### src/timer_pair_map.svh
// Register indices, reset values and timing counts of the timer pair control block
`ifndef TIMER_PAIR_MAP_SVH
`define TIMER_PAIR_MAP_SVH

// Register indices; byte address is four times the index
`define CTRL_IDX       8'h01
`define STATUS_IDX     8'h02
`define MASK_IDX       8'h03

// Reset values
`define CTRL_RESET     8'h00
`define FLAGS_RESET    2'h0

// Glitch filter lengths in system clock cycles
`define FILT_SHORT_CYC 4'h4
`define FILT_LONG_CYC  4'h8

// AXI4-Lite responses
`define RESP_OKAY      2'h0
`define RESP_SLVERR    2'h2

`endif

### src/timer_pair_pkg.sv
// Types shared by the timer pair control block and its glitch filter
package timer_pair_pkg;

    typedef enum logic [1:0] {
        COMB_AND  = 2'h0,
        COMB_OR   = 2'h1,
        COMB_NOR  = 2'h2,
        COMB_NAND = 2'h3
    } combine_t;

    typedef enum logic [1:0] {
        EDGE_FALL = 2'h0,
        EDGE_RISE = 2'h1,
        EDGE_BOTH = 2'h2,
        EDGE_RSVD = 2'h3
    } edge_sel_t;

    typedef enum logic [1:0] {
        SUB_NORMAL     = 2'h0,
        SUB_PING_PONG  = 2'h1,
        SUB_FORCE_LOW  = 2'h2,
        SUB_FORCE_HIGH = 2'h3
    } submode_t;

    typedef enum logic [1:0] {
        FILT_NONE  = 2'h0,
        FILT_SHORT = 2'h1,
        FILT_LONG  = 2'h2,
        FILT_RSVD  = 2'h3
    } filter_len_t;

    // Common control register, bit 7 down to bit 0
    typedef struct packed {
        logic       mode;
        logic       pin_sel;
        logic [1:0] logic_edge;
        logic [1:0] sub_filt;
        logic       short_init;
        logic       long_init;
    } ctrl_reg_t;

    // Edge events, same layout as status and mask
    typedef struct packed {
        logic rise;
        logic fall;
    } edge_flags_t;

    typedef struct packed {
        logic       out;
        logic [3:0] cnt;
    } filter_state_t;

    typedef struct packed {
        logic        aw_have;
        logic [31:0] aw_addr;
        logic        w_have;
        logic [31:0] w_data;
        logic [3:0]  w_strb;
        logic        awready;
        logic        wready;
        logic        bvalid;
        logic [1:0]  bresp;
        logic        arready;
        logic        rvalid;
        logic [31:0] rdata;
        logic [1:0]  rresp;
        ctrl_reg_t   ctrl;
        edge_flags_t flags;
        edge_flags_t irq_status;
        edge_flags_t irq_mask;
        logic        irq;
        logic        p31_meta;
        logic        p31_sync;
        logic        p20_meta;
        logic        p20_sync;
        logic        filt_prev;
        logic        short_en_prev;
        logic        long_en_prev;
        logic        short_out;
        logic        long_out;
        logic        pin_out;
    } core_state_t;

endpackage

### src/ir_timer_common_control.sv
// Common control of the short and long IR timers with demodulator edge capture
//
// Design decision made here: the AXI4-Lite slave port.
`timescale 1ns/1ps
`include "timer_pair_map.svh"

// Functional notes
// - Long timer output starts at its initial level
// - Short timer output starts at its initial level
// - Falling flag reads one after falling edge
// - Writing one clears falling flag, zero ignored
// - Rising edge sets flag; write one clears
// - Submode: normal, ping-pong, long forced low/high
// - Demod glitch filter: none, 4, 8 cycles
// - Edge field: falling, rising, both, reserved
// - Pin select drives combined output on port pin
// - Pin select picks demodulator input pin
// - Edge code 01 detects rising edges only
// - Logic field combines outputs: AND/OR/NOR/NAND
// - Idle timer output holds opposite initial level
module ir_timer_common_control
    import timer_pair_pkg::*;
(
    input  wire logic        aclk,
    input  wire logic        aresetn,
    input  wire logic        ce,
    input  wire logic        awvalid,
    output logic             awready,
    input  wire logic [31:0] awaddr,
    input  wire logic [2:0]  awprot,
    input  wire logic        wvalid,
    output logic             wready,
    input  wire logic [31:0] wdata,
    input  wire logic [3:0]  wstrb,
    output logic             bvalid,
    input  wire logic        bready,
    output logic [1:0]       bresp,
    input  wire logic        arvalid,
    output logic             arready,
    input  wire logic [31:0] araddr,
    input  wire logic [2:0]  arprot,
    output logic             rvalid,
    input  wire logic        rready,
    output logic [31:0]      rdata,
    output logic [1:0]       rresp,
    input  wire logic        short_timer_enable,
    input  wire logic        short_timer_toggle,
    input  wire logic        long_timer_enable,
    input  wire logic        long_timer_toggle,
    input  wire logic        port3_bit6_port_data,
    input  wire logic        port3_bit1_pin,
    input  wire logic        port2_bit0_pin,
    output logic             short_timer_output,
    output logic             long_timer_output,
    output logic             port3_bit6_pin,
    output logic             irq
);

    core_state_t s_q;
    core_state_t s_d;
    logic        filt_out;
    logic        demod_in;
    logic        rise_evt;
    logic        fall_evt;
    logic        comb_out;
    logic        wr_do;
    logic        wr_ctrl;
    logic        wr_status;
    logic        wr_mask;
    logic        wr_hit;
    logic        rd_hit;
    logic [31:0] rd_word;
    logic        rise_set;
    logic        fall_set;
    logic        rise_clr;
    logic        fall_clr;
    logic [1:0]  filt_len;

    // Word decode; protection bits are accepted but do not gate access
    function automatic logic word_is(input logic [31:0] addr, input logic [7:0] idx);
        word_is = (addr[31:10] == 22'h0) && (addr[9:2] == idx);
    endfunction

    function automatic logic combine(input logic [1:0] sel, input logic a, input logic b);
        logic r;
        r = 1'b0;
        unique case (sel)
            COMB_AND:  r = a & b;
            COMB_OR:   r = a | b;
            COMB_NOR:  r = ~(a | b);
            COMB_NAND: r = ~(a & b);
        endcase
        combine = r;
    endfunction

    // Demodulator input choice and glitch filter; filter is bypassed in transmit
    assign demod_in = s_q.ctrl.pin_sel ? s_q.p20_sync : s_q.p31_sync;
    assign filt_len = s_q.ctrl.mode ? s_q.ctrl.sub_filt : FILT_NONE;

    glitch_filter u_filter (
        .aclk         (aclk),
        .aresetn      (aresetn),
        .ce           (ce),
        .raw_in       (demod_in),
        .filter_len   (filt_len),
        .filtered_out (filt_out)
    );

    // Edge detection on the filtered input, gated by the edge field
    assign rise_evt = filt_out & ~s_q.filt_prev;
    assign fall_evt = ~filt_out & s_q.filt_prev;
    assign rise_set = s_q.ctrl.mode && rise_evt &&
        (s_q.ctrl.logic_edge == EDGE_RISE || s_q.ctrl.logic_edge == EDGE_BOTH);
    assign fall_set = s_q.ctrl.mode && fall_evt &&
        (s_q.ctrl.logic_edge == EDGE_FALL || s_q.ctrl.logic_edge == EDGE_BOTH);

    // Combined transmit output from the two registered timer outputs
    assign comb_out = combine(s_q.ctrl.logic_edge, s_q.short_out, s_q.long_out);

    // Write decode; a write completes once both address and data are held
    assign wr_do     = s_q.aw_have && s_q.w_have && !s_q.bvalid;
    assign wr_ctrl   = wr_do && s_q.w_strb[0] && word_is(s_q.aw_addr, `CTRL_IDX);
    assign wr_status = wr_do && s_q.w_strb[0] && word_is(s_q.aw_addr, `STATUS_IDX);
    assign wr_mask   = wr_do && s_q.w_strb[0] && word_is(s_q.aw_addr, `MASK_IDX);
    assign wr_hit    = word_is(s_q.aw_addr, `CTRL_IDX) || word_is(s_q.aw_addr, `STATUS_IDX)
                       || word_is(s_q.aw_addr, `MASK_IDX);

    // Flag clears only act in demodulation mode, where the low bits are flags
    assign rise_clr = wr_ctrl && s_q.ctrl.mode && s_q.w_data[1];
    assign fall_clr = wr_ctrl && s_q.ctrl.mode && s_q.w_data[0];

    // Read data mux; the low control bits show flags in demodulation mode
    always_comb
    begin
        rd_word = 32'h0;
        rd_hit  = 1'b1;
        if (word_is(araddr, `CTRL_IDX))
        begin
            rd_word[7:2] = {s_q.ctrl.mode, s_q.ctrl.pin_sel,
                            s_q.ctrl.logic_edge, s_q.ctrl.sub_filt};
            rd_word[1]   = s_q.ctrl.mode ? s_q.flags.rise : s_q.ctrl.short_init;
            rd_word[0]   = s_q.ctrl.mode ? s_q.flags.fall : s_q.ctrl.long_init;
        end
        else if (word_is(araddr, `STATUS_IDX))
            rd_word[1:0] = s_q.irq_status;
        else if (word_is(araddr, `MASK_IDX))
            rd_word[1:0] = s_q.irq_mask;
        else
            rd_hit = 1'b0;
    end

    // Next state of the whole block
    always_comb
    begin
        s_d = s_q;

        // Write address and data channels are taken independently
        if (awvalid && s_q.awready)
        begin
            s_d.aw_have = 1'b1;
            s_d.aw_addr = awaddr;
        end
        if (wvalid && s_q.wready)
        begin
            s_d.w_have = 1'b1;
            s_d.w_data = wdata;
            s_d.w_strb = wstrb;
        end
        if (s_q.bvalid && bready)
            s_d.bvalid = 1'b0;
        if (wr_do)
        begin
            s_d.aw_have = 1'b0;
            s_d.w_have  = 1'b0;
            s_d.bvalid  = 1'b1;
            s_d.bresp   = wr_hit ? `RESP_OKAY : `RESP_SLVERR;
        end

        // Control register; in demodulation mode the initial bits are kept
        if (wr_ctrl)
        begin
            s_d.ctrl.mode       = s_q.w_data[7];
            s_d.ctrl.pin_sel    = s_q.w_data[6];
            s_d.ctrl.logic_edge = s_q.w_data[5:4];
            s_d.ctrl.sub_filt   = s_q.w_data[3:2];
            if (!s_q.ctrl.mode)
            begin
                s_d.ctrl.short_init = s_q.w_data[1];
                s_d.ctrl.long_init  = s_q.w_data[0];
            end
        end
        if (wr_mask)
            s_d.irq_mask = s_q.w_data[1:0];

        // Sticky flags: a set in the clearing cycle wins
        s_d.flags.rise = rise_set | (s_q.flags.rise & ~rise_clr);
        s_d.flags.fall = fall_set | (s_q.flags.fall & ~fall_clr);
        s_d.irq_status.rise = rise_set |
            (s_q.irq_status.rise & ~(wr_status & s_q.w_data[1]));
        s_d.irq_status.fall = fall_set |
            (s_q.irq_status.fall & ~(wr_status & s_q.w_data[0]));
        s_d.irq = |(s_d.irq_status & s_d.irq_mask);

        // Read channel: data is ready the cycle after the address is taken
        if (s_q.rvalid && rready)
            s_d.rvalid = 1'b0;
        if (arvalid && s_q.arready)
        begin
            s_d.rvalid = 1'b1;
            s_d.rdata  = rd_word;
            s_d.rresp  = rd_hit ? `RESP_OKAY : `RESP_SLVERR;
        end

        // Ready only while nothing is held and no answer waits
        s_d.awready = !s_d.aw_have && !s_d.bvalid;
        s_d.wready  = !s_d.w_have && !s_d.bvalid;
        s_d.arready = !s_d.rvalid;

        // Two-stage synchronisers on the input pins
        s_d.p31_meta  = port3_bit1_pin;
        s_d.p31_sync  = s_q.p31_meta;
        s_d.p20_meta  = port2_bit0_pin;
        s_d.p20_sync  = s_q.p20_meta;
        s_d.filt_prev = filt_out;

        // Short timer output: idle opposite, initial level at start, then toggles
        s_d.short_en_prev = short_timer_enable;
        if (!short_timer_enable)
            s_d.short_out = ~s_q.ctrl.short_init;
        else if (!s_q.short_en_prev)
            s_d.short_out = s_q.ctrl.short_init;
        else if (short_timer_toggle)
            s_d.short_out = ~s_q.short_out;

        // Long timer output; forced codes override counting in transmit mode
        s_d.long_en_prev = long_timer_enable;
        if (!s_q.ctrl.mode && s_q.ctrl.sub_filt == SUB_FORCE_LOW)
            s_d.long_out = 1'b0;
        else if (!s_q.ctrl.mode && s_q.ctrl.sub_filt == SUB_FORCE_HIGH)
            s_d.long_out = 1'b1;
        else if (!long_timer_enable)
            s_d.long_out = ~s_q.ctrl.long_init;
        else if (!s_q.long_en_prev)
            s_d.long_out = s_q.ctrl.long_init;
        else if (long_timer_toggle)
            s_d.long_out = ~s_q.long_out;

        // Port pin carries the combined output only when selected in transmit
        s_d.pin_out = (!s_q.ctrl.mode && s_q.ctrl.pin_sel) ? comb_out
                                                           : port3_bit6_port_data;
    end

    // State register; idle timer outputs reset high, the opposite of level 0
    always_ff @(posedge aclk)
    begin
        if (!aresetn)
        begin
            s_q           <= '0;
            s_q.ctrl      <= `CTRL_RESET;
            s_q.flags     <= `FLAGS_RESET;
            s_q.short_out <= 1'b1;
            s_q.long_out  <= 1'b1;
        end
        else if (ce)
        begin
            s_q <= s_d;
        end
    end

    // Every output comes from the state register
    assign awready            = s_q.awready;
    assign wready             = s_q.wready;
    assign bvalid             = s_q.bvalid;
    assign bresp              = s_q.bresp;
    assign arready            = s_q.arready;
    assign rvalid             = s_q.rvalid;
    assign rdata              = s_q.rdata;
    assign rresp              = s_q.rresp;
    assign short_timer_output = s_q.short_out;
    assign long_timer_output  = s_q.long_out;
    assign port3_bit6_pin     = s_q.pin_out;
    assign irq                = s_q.irq;
endmodule

### src/glitch_filter.sv
// Glitch filter that passes a level only after it has been stable long enough
`timescale 1ns/1ps
`include "timer_pair_map.svh"

module glitch_filter
    import timer_pair_pkg::*;
(
    input  wire logic        aclk,
    input  wire logic        aresetn,
    input  wire logic        ce,
    input  wire logic        raw_in,
    input  wire logic [1:0]  filter_len,
    output logic             filtered_out
);

    filter_state_t s_q;
    filter_state_t s_d;
    logic [3:0]    thresh;

    // Reserved code takes the longer filter rather than none
    always_comb
    begin
        unique case (filter_len)
            FILT_SHORT: thresh = `FILT_SHORT_CYC;
            default:    thresh = `FILT_LONG_CYC;
        endcase
    end

    // Output follows raw_in directly for FILT_NONE, otherwise only after raw_in differs for thresh cycles in a row
    always_comb
    begin
        s_d = s_q;
        if (filter_len == FILT_NONE)
        begin
            s_d.out = raw_in;
            s_d.cnt = 4'h0;
        end
        else if (raw_in == s_q.out)
        begin
            s_d.cnt = 4'h0;
        end
        else if (s_q.cnt == thresh - 4'h1)
        begin
            s_d.out = raw_in;
            s_d.cnt = 4'h0;
        end
        else
        begin
            s_d.cnt = s_q.cnt + 4'h1;
        end
    end

    // State register, frozen while ce is low
    always_ff @(posedge aclk)
    begin
        if (!aresetn)
            s_q <= '0;
        else if (ce)
            s_q <= s_d;
    end

    assign filtered_out = s_q.out;
endmodule

### config.mk
export PLATFORM = sky130hd
export DESIGN_NAME = ir_timer_common_control
export DESIGN_NICKNAME = d
export VERILOG_FILES = /design/src/timer_pair_pkg.sv /design/src/ir_timer_common_control.sv /design/src/glitch_filter.sv
export VERILOG_INCLUDE_DIRS = /design/src
export SDC_FILE = /design/constraint.sdc
export NUM_CORES = 1
export LEC_CHECK = 0
export ABC_CLOCK_PERIOD_IN_PS = 2200
export BUFFER_PORTS_ARGS = -buffer_cell sky130_fd_sc_hd__buf_2
export CAP_MARGIN = 5
export CELL_PAD_IN_SITES_DETAIL_PLACEMENT = 2
export CELL_PAD_IN_SITES_GLOBAL_PLACEMENT = 2
export CORE_ASPECT_RATIO = 1.1
export CORE_MARGIN = 2
export CORE_UTILIZATION = 26
export DETAILED_ROUTE_END_ITERATION = 8
export PLACE_DENSITY = 0.88
export SETUP_SLACK_MARGIN = 0.5
export SYNTH_ARGS = -nofsm -noshare
export SYNTH_HDL_FRONTEND = slang
export SYNTH_SLANG_ARGS = --single-unit
### constraint.sdc
create_clock -name aclk -period 2.2 [get_ports aclk]
set_input_delay 0.22 -clock aclk [delete_from_list [all_inputs] [get_ports aclk]]
set_output_delay 0.22 -clock aclk [all_outputs]
set_load 0.03 [all_outputs]
==> run metrics <==
Total Routing Usage GR=16.4%; Vias=3747; Syn-to-layout area delta=30.3%; leakage=0.00209 uW; post-synthesis register bit count=86; Setup CP Type=reg -> reg; Cell Area, Synth=0.00399 mm^2; delay-heaviest family, CP=simple AND/OR/NAND/NOR gates; clk root buf=clkbuf_16; Yosys cell types=48; Clock Skews=0.00831 ns; Port Buffer Count=102; drt initial violations=97; Mapped Cells=481; slew margin rel.=66.4%; drt drc=0; status=complete, no violations; post-route clock period utilization=80.7%; CTS tree=done; synth top area cells=dfxtp_1, nand2_1, buf_4; Worst-path clk slew=0.06 ns; RSZ-0062 raised after global routing=true; Ports=166; Worst Hold Class=in -> reg; Final Hold Viols=0; CP max FO=4; first-pass GRT wire length=20900 um; power share of the clock group=43.8%; row cnt=47; count leader, synth=nand2_1; DPL Wire Length=9440 um; NetSw=996 uW; HP Start=awaddr[19]; PwrDens=725 mW/mm^2; CTS buffer count=9; Mapped Avg Cell Area=8.28 um^2; ys flop type=dfxtp_1; CP bufs+invs=1; r2r setup slk=0.43 ns; Period minus WS final=1.77 ns; Power, Total=3770 uW; top post-synthesis cells by count=nand2_1, dfxtp_1, a21oi_1; setup TNS=0 ns; clock buffer depth=2; cell taking the most area after synthesis=dfxtp_1; vias in the first global route=4051; part of the Yosys area used for sequential elements=43.2%; Starting Density=26.6%; Setup-failing EPs final=0; Max-Cap Viols=0; Finished Cell Area=0.00519 mm^2; CP startpoint kind=flop; reg-to-reg startpoint=s_q[108]; Slew @ Worst Pin=0.504 ns; Hold Crit Depth=3; number of enable flip-flop cells after synthesis=0; critical path cell sequence=nor4_4 -> nand4_4 -> buf_6 -> nor4_4 -> mux2i_1 -> nor2_1; insertion delay to the later sink of the worst-skew pair=0.35 ns; final WL=13800 um; vias per cell=4.79; Die X=122 um; Core ar.=0.0150 mm^2; Async SR Flop Fraction=0%; Post-Place Worst Slack=0.260 ns; Final WS setup=0.425 ns; Multi-input gate area=0.00216 mm^2; Slew Viols, Final=0; top-area cell type share of the netlist area=43.2%; GR Overflow Total=0; die area=0.0163 mm^2; Die Height=134 um; # clock sinks=86; hold worst-path end=s_q[122]; RR Endpoint=s_q[17]; Filler cells=1697; Final nets=708; sw frac=26.4%; Gate power share=12.9%; drt pass-1 iters=4; Sequential Area=0.00174 mm^2; crit path DAT=2.00 ns; initial antenna violation count=1; Final GP Congestion=0.770; layout cells sized above 1=30.1%; detailed-route wire length per cell=17.6 um; sequential share of power=43.3%; largest net degree at the start of global routing=68; worst-case reg-to-reg path depth=6; crit end category=flop; WP data required=2.43 ns; CP dominant cell by count=nor4_4; Max Clock Freq=563 MHz; Syn. warnings=0; Pint=2770 uW; Post-Place Cell Area=0.00455 mm^2; Crit path largest cell delay=0.38 ns; # H-tree levels=3; VDD IR-drop max=0.000297 V; Post-DRT Antenna Nets=0; Slowest-stage cell, CP=nor4_4
==> layout make-up <==
class / instances / share of cell area, %
multi-input cells: 352 / 41.6
clock buffers: 10 / 4.41
flip-flops and latches: 86 / 33.4
well taps: 196 / 4.72
diodes: 1 / 0.0482
repair buffers: 121 / 13.3
inverters: 11 / 0.795
clock inverters: 5 / 1.64
==> how the worst max path moves through the flow <==
stage                         from       to  slack, ns  cells after the start
after global placement    s_q[118]  s_q[24]       0.30                      5
after detailed placement  s_q[118]  s_q[22]       0.26                      5
after floorplan             bvalid  s_q[24]       0.51                      5
final                     s_q[108]  s_q[17]       0.43                      6
after global routing      s_q[108]  s_q[17]       0.33                      6
after CTS                 s_q[107]      irq       0.48                      5
==> sequential cells by signal (all words and copies together), names as in the netlist, 2 cells and up <==
| register | count |
|---|---|
| u_filter.s_q | 4 |
| s_d | 2 |
| rdata | 8 |
| s_q | 60 |
==> power by group through the flow <==
stage	sequential (uW)	combinational (uW)	clock, uW
floorplan	1670	249	0
global placement	1660	367	0
detailed placement	1660	385	0
CTS	1630	447	1680
global route	1640	522	1760
finish	1630	484	1650
==> cell usage in the layout, fill, tap and decap left out, types with 8 or more instances in the layout <==
cell         n
mux2i_1     19
clkbuf_16    9
a22oi_1      9
nand2_1     91
nor4_4       9
nor4_1       8
dfxtp_2     11
dfxtp_1     75
nand3_1      9
buf_2      102
nor2_1      42
o21ai_0     16
conb_1      26
inv_1       10
a21oi_1     53
buf_4       14
==> kinds of logic after synthesis <==
group	share of synthesized area, %
xor+xnor	0.440
fa+ha+maj	2.13
flops	43.2
compound gates	14.2
other cells	0.0941
simple gates	23.7
buf+inv	9.83
mux	6.37
==> routing by layer <==
layer	share of wire [%]	vias up	track usage (%)
met5	0	-	0
met4	2.5	0	6.00
met3	6.0	22	3.53
li1	-	1799	-
met1	38	1804	17.4
met2	53	122	31.3
==> stage by stage <==
step                      util (%)  hold slack, ns  cells
after global placement        30.3           0.446    754
after global routing          34.6           0.113    781
after CTS                     33.7          0.0996    775
final                         34.6           0.103    782
after floorplan                  -           0.338    506
after detailed placement      30.3           0.451    754
==> what timing repair did <==
item,4_1_cts,5_1_grt
pin swaps,12,15
hold buffers,0,0
setup endpoints to repair,14,15
setup buffers,6,6
gates resized for setup,28,18
==> tightest hold or removal path, cell delays in order <==
cell,delay (ns)
buf_2,0.10
nand2_1,0.05
a21oi_1,0.05
Note: power is estimated with default switching activity, not from simulation.
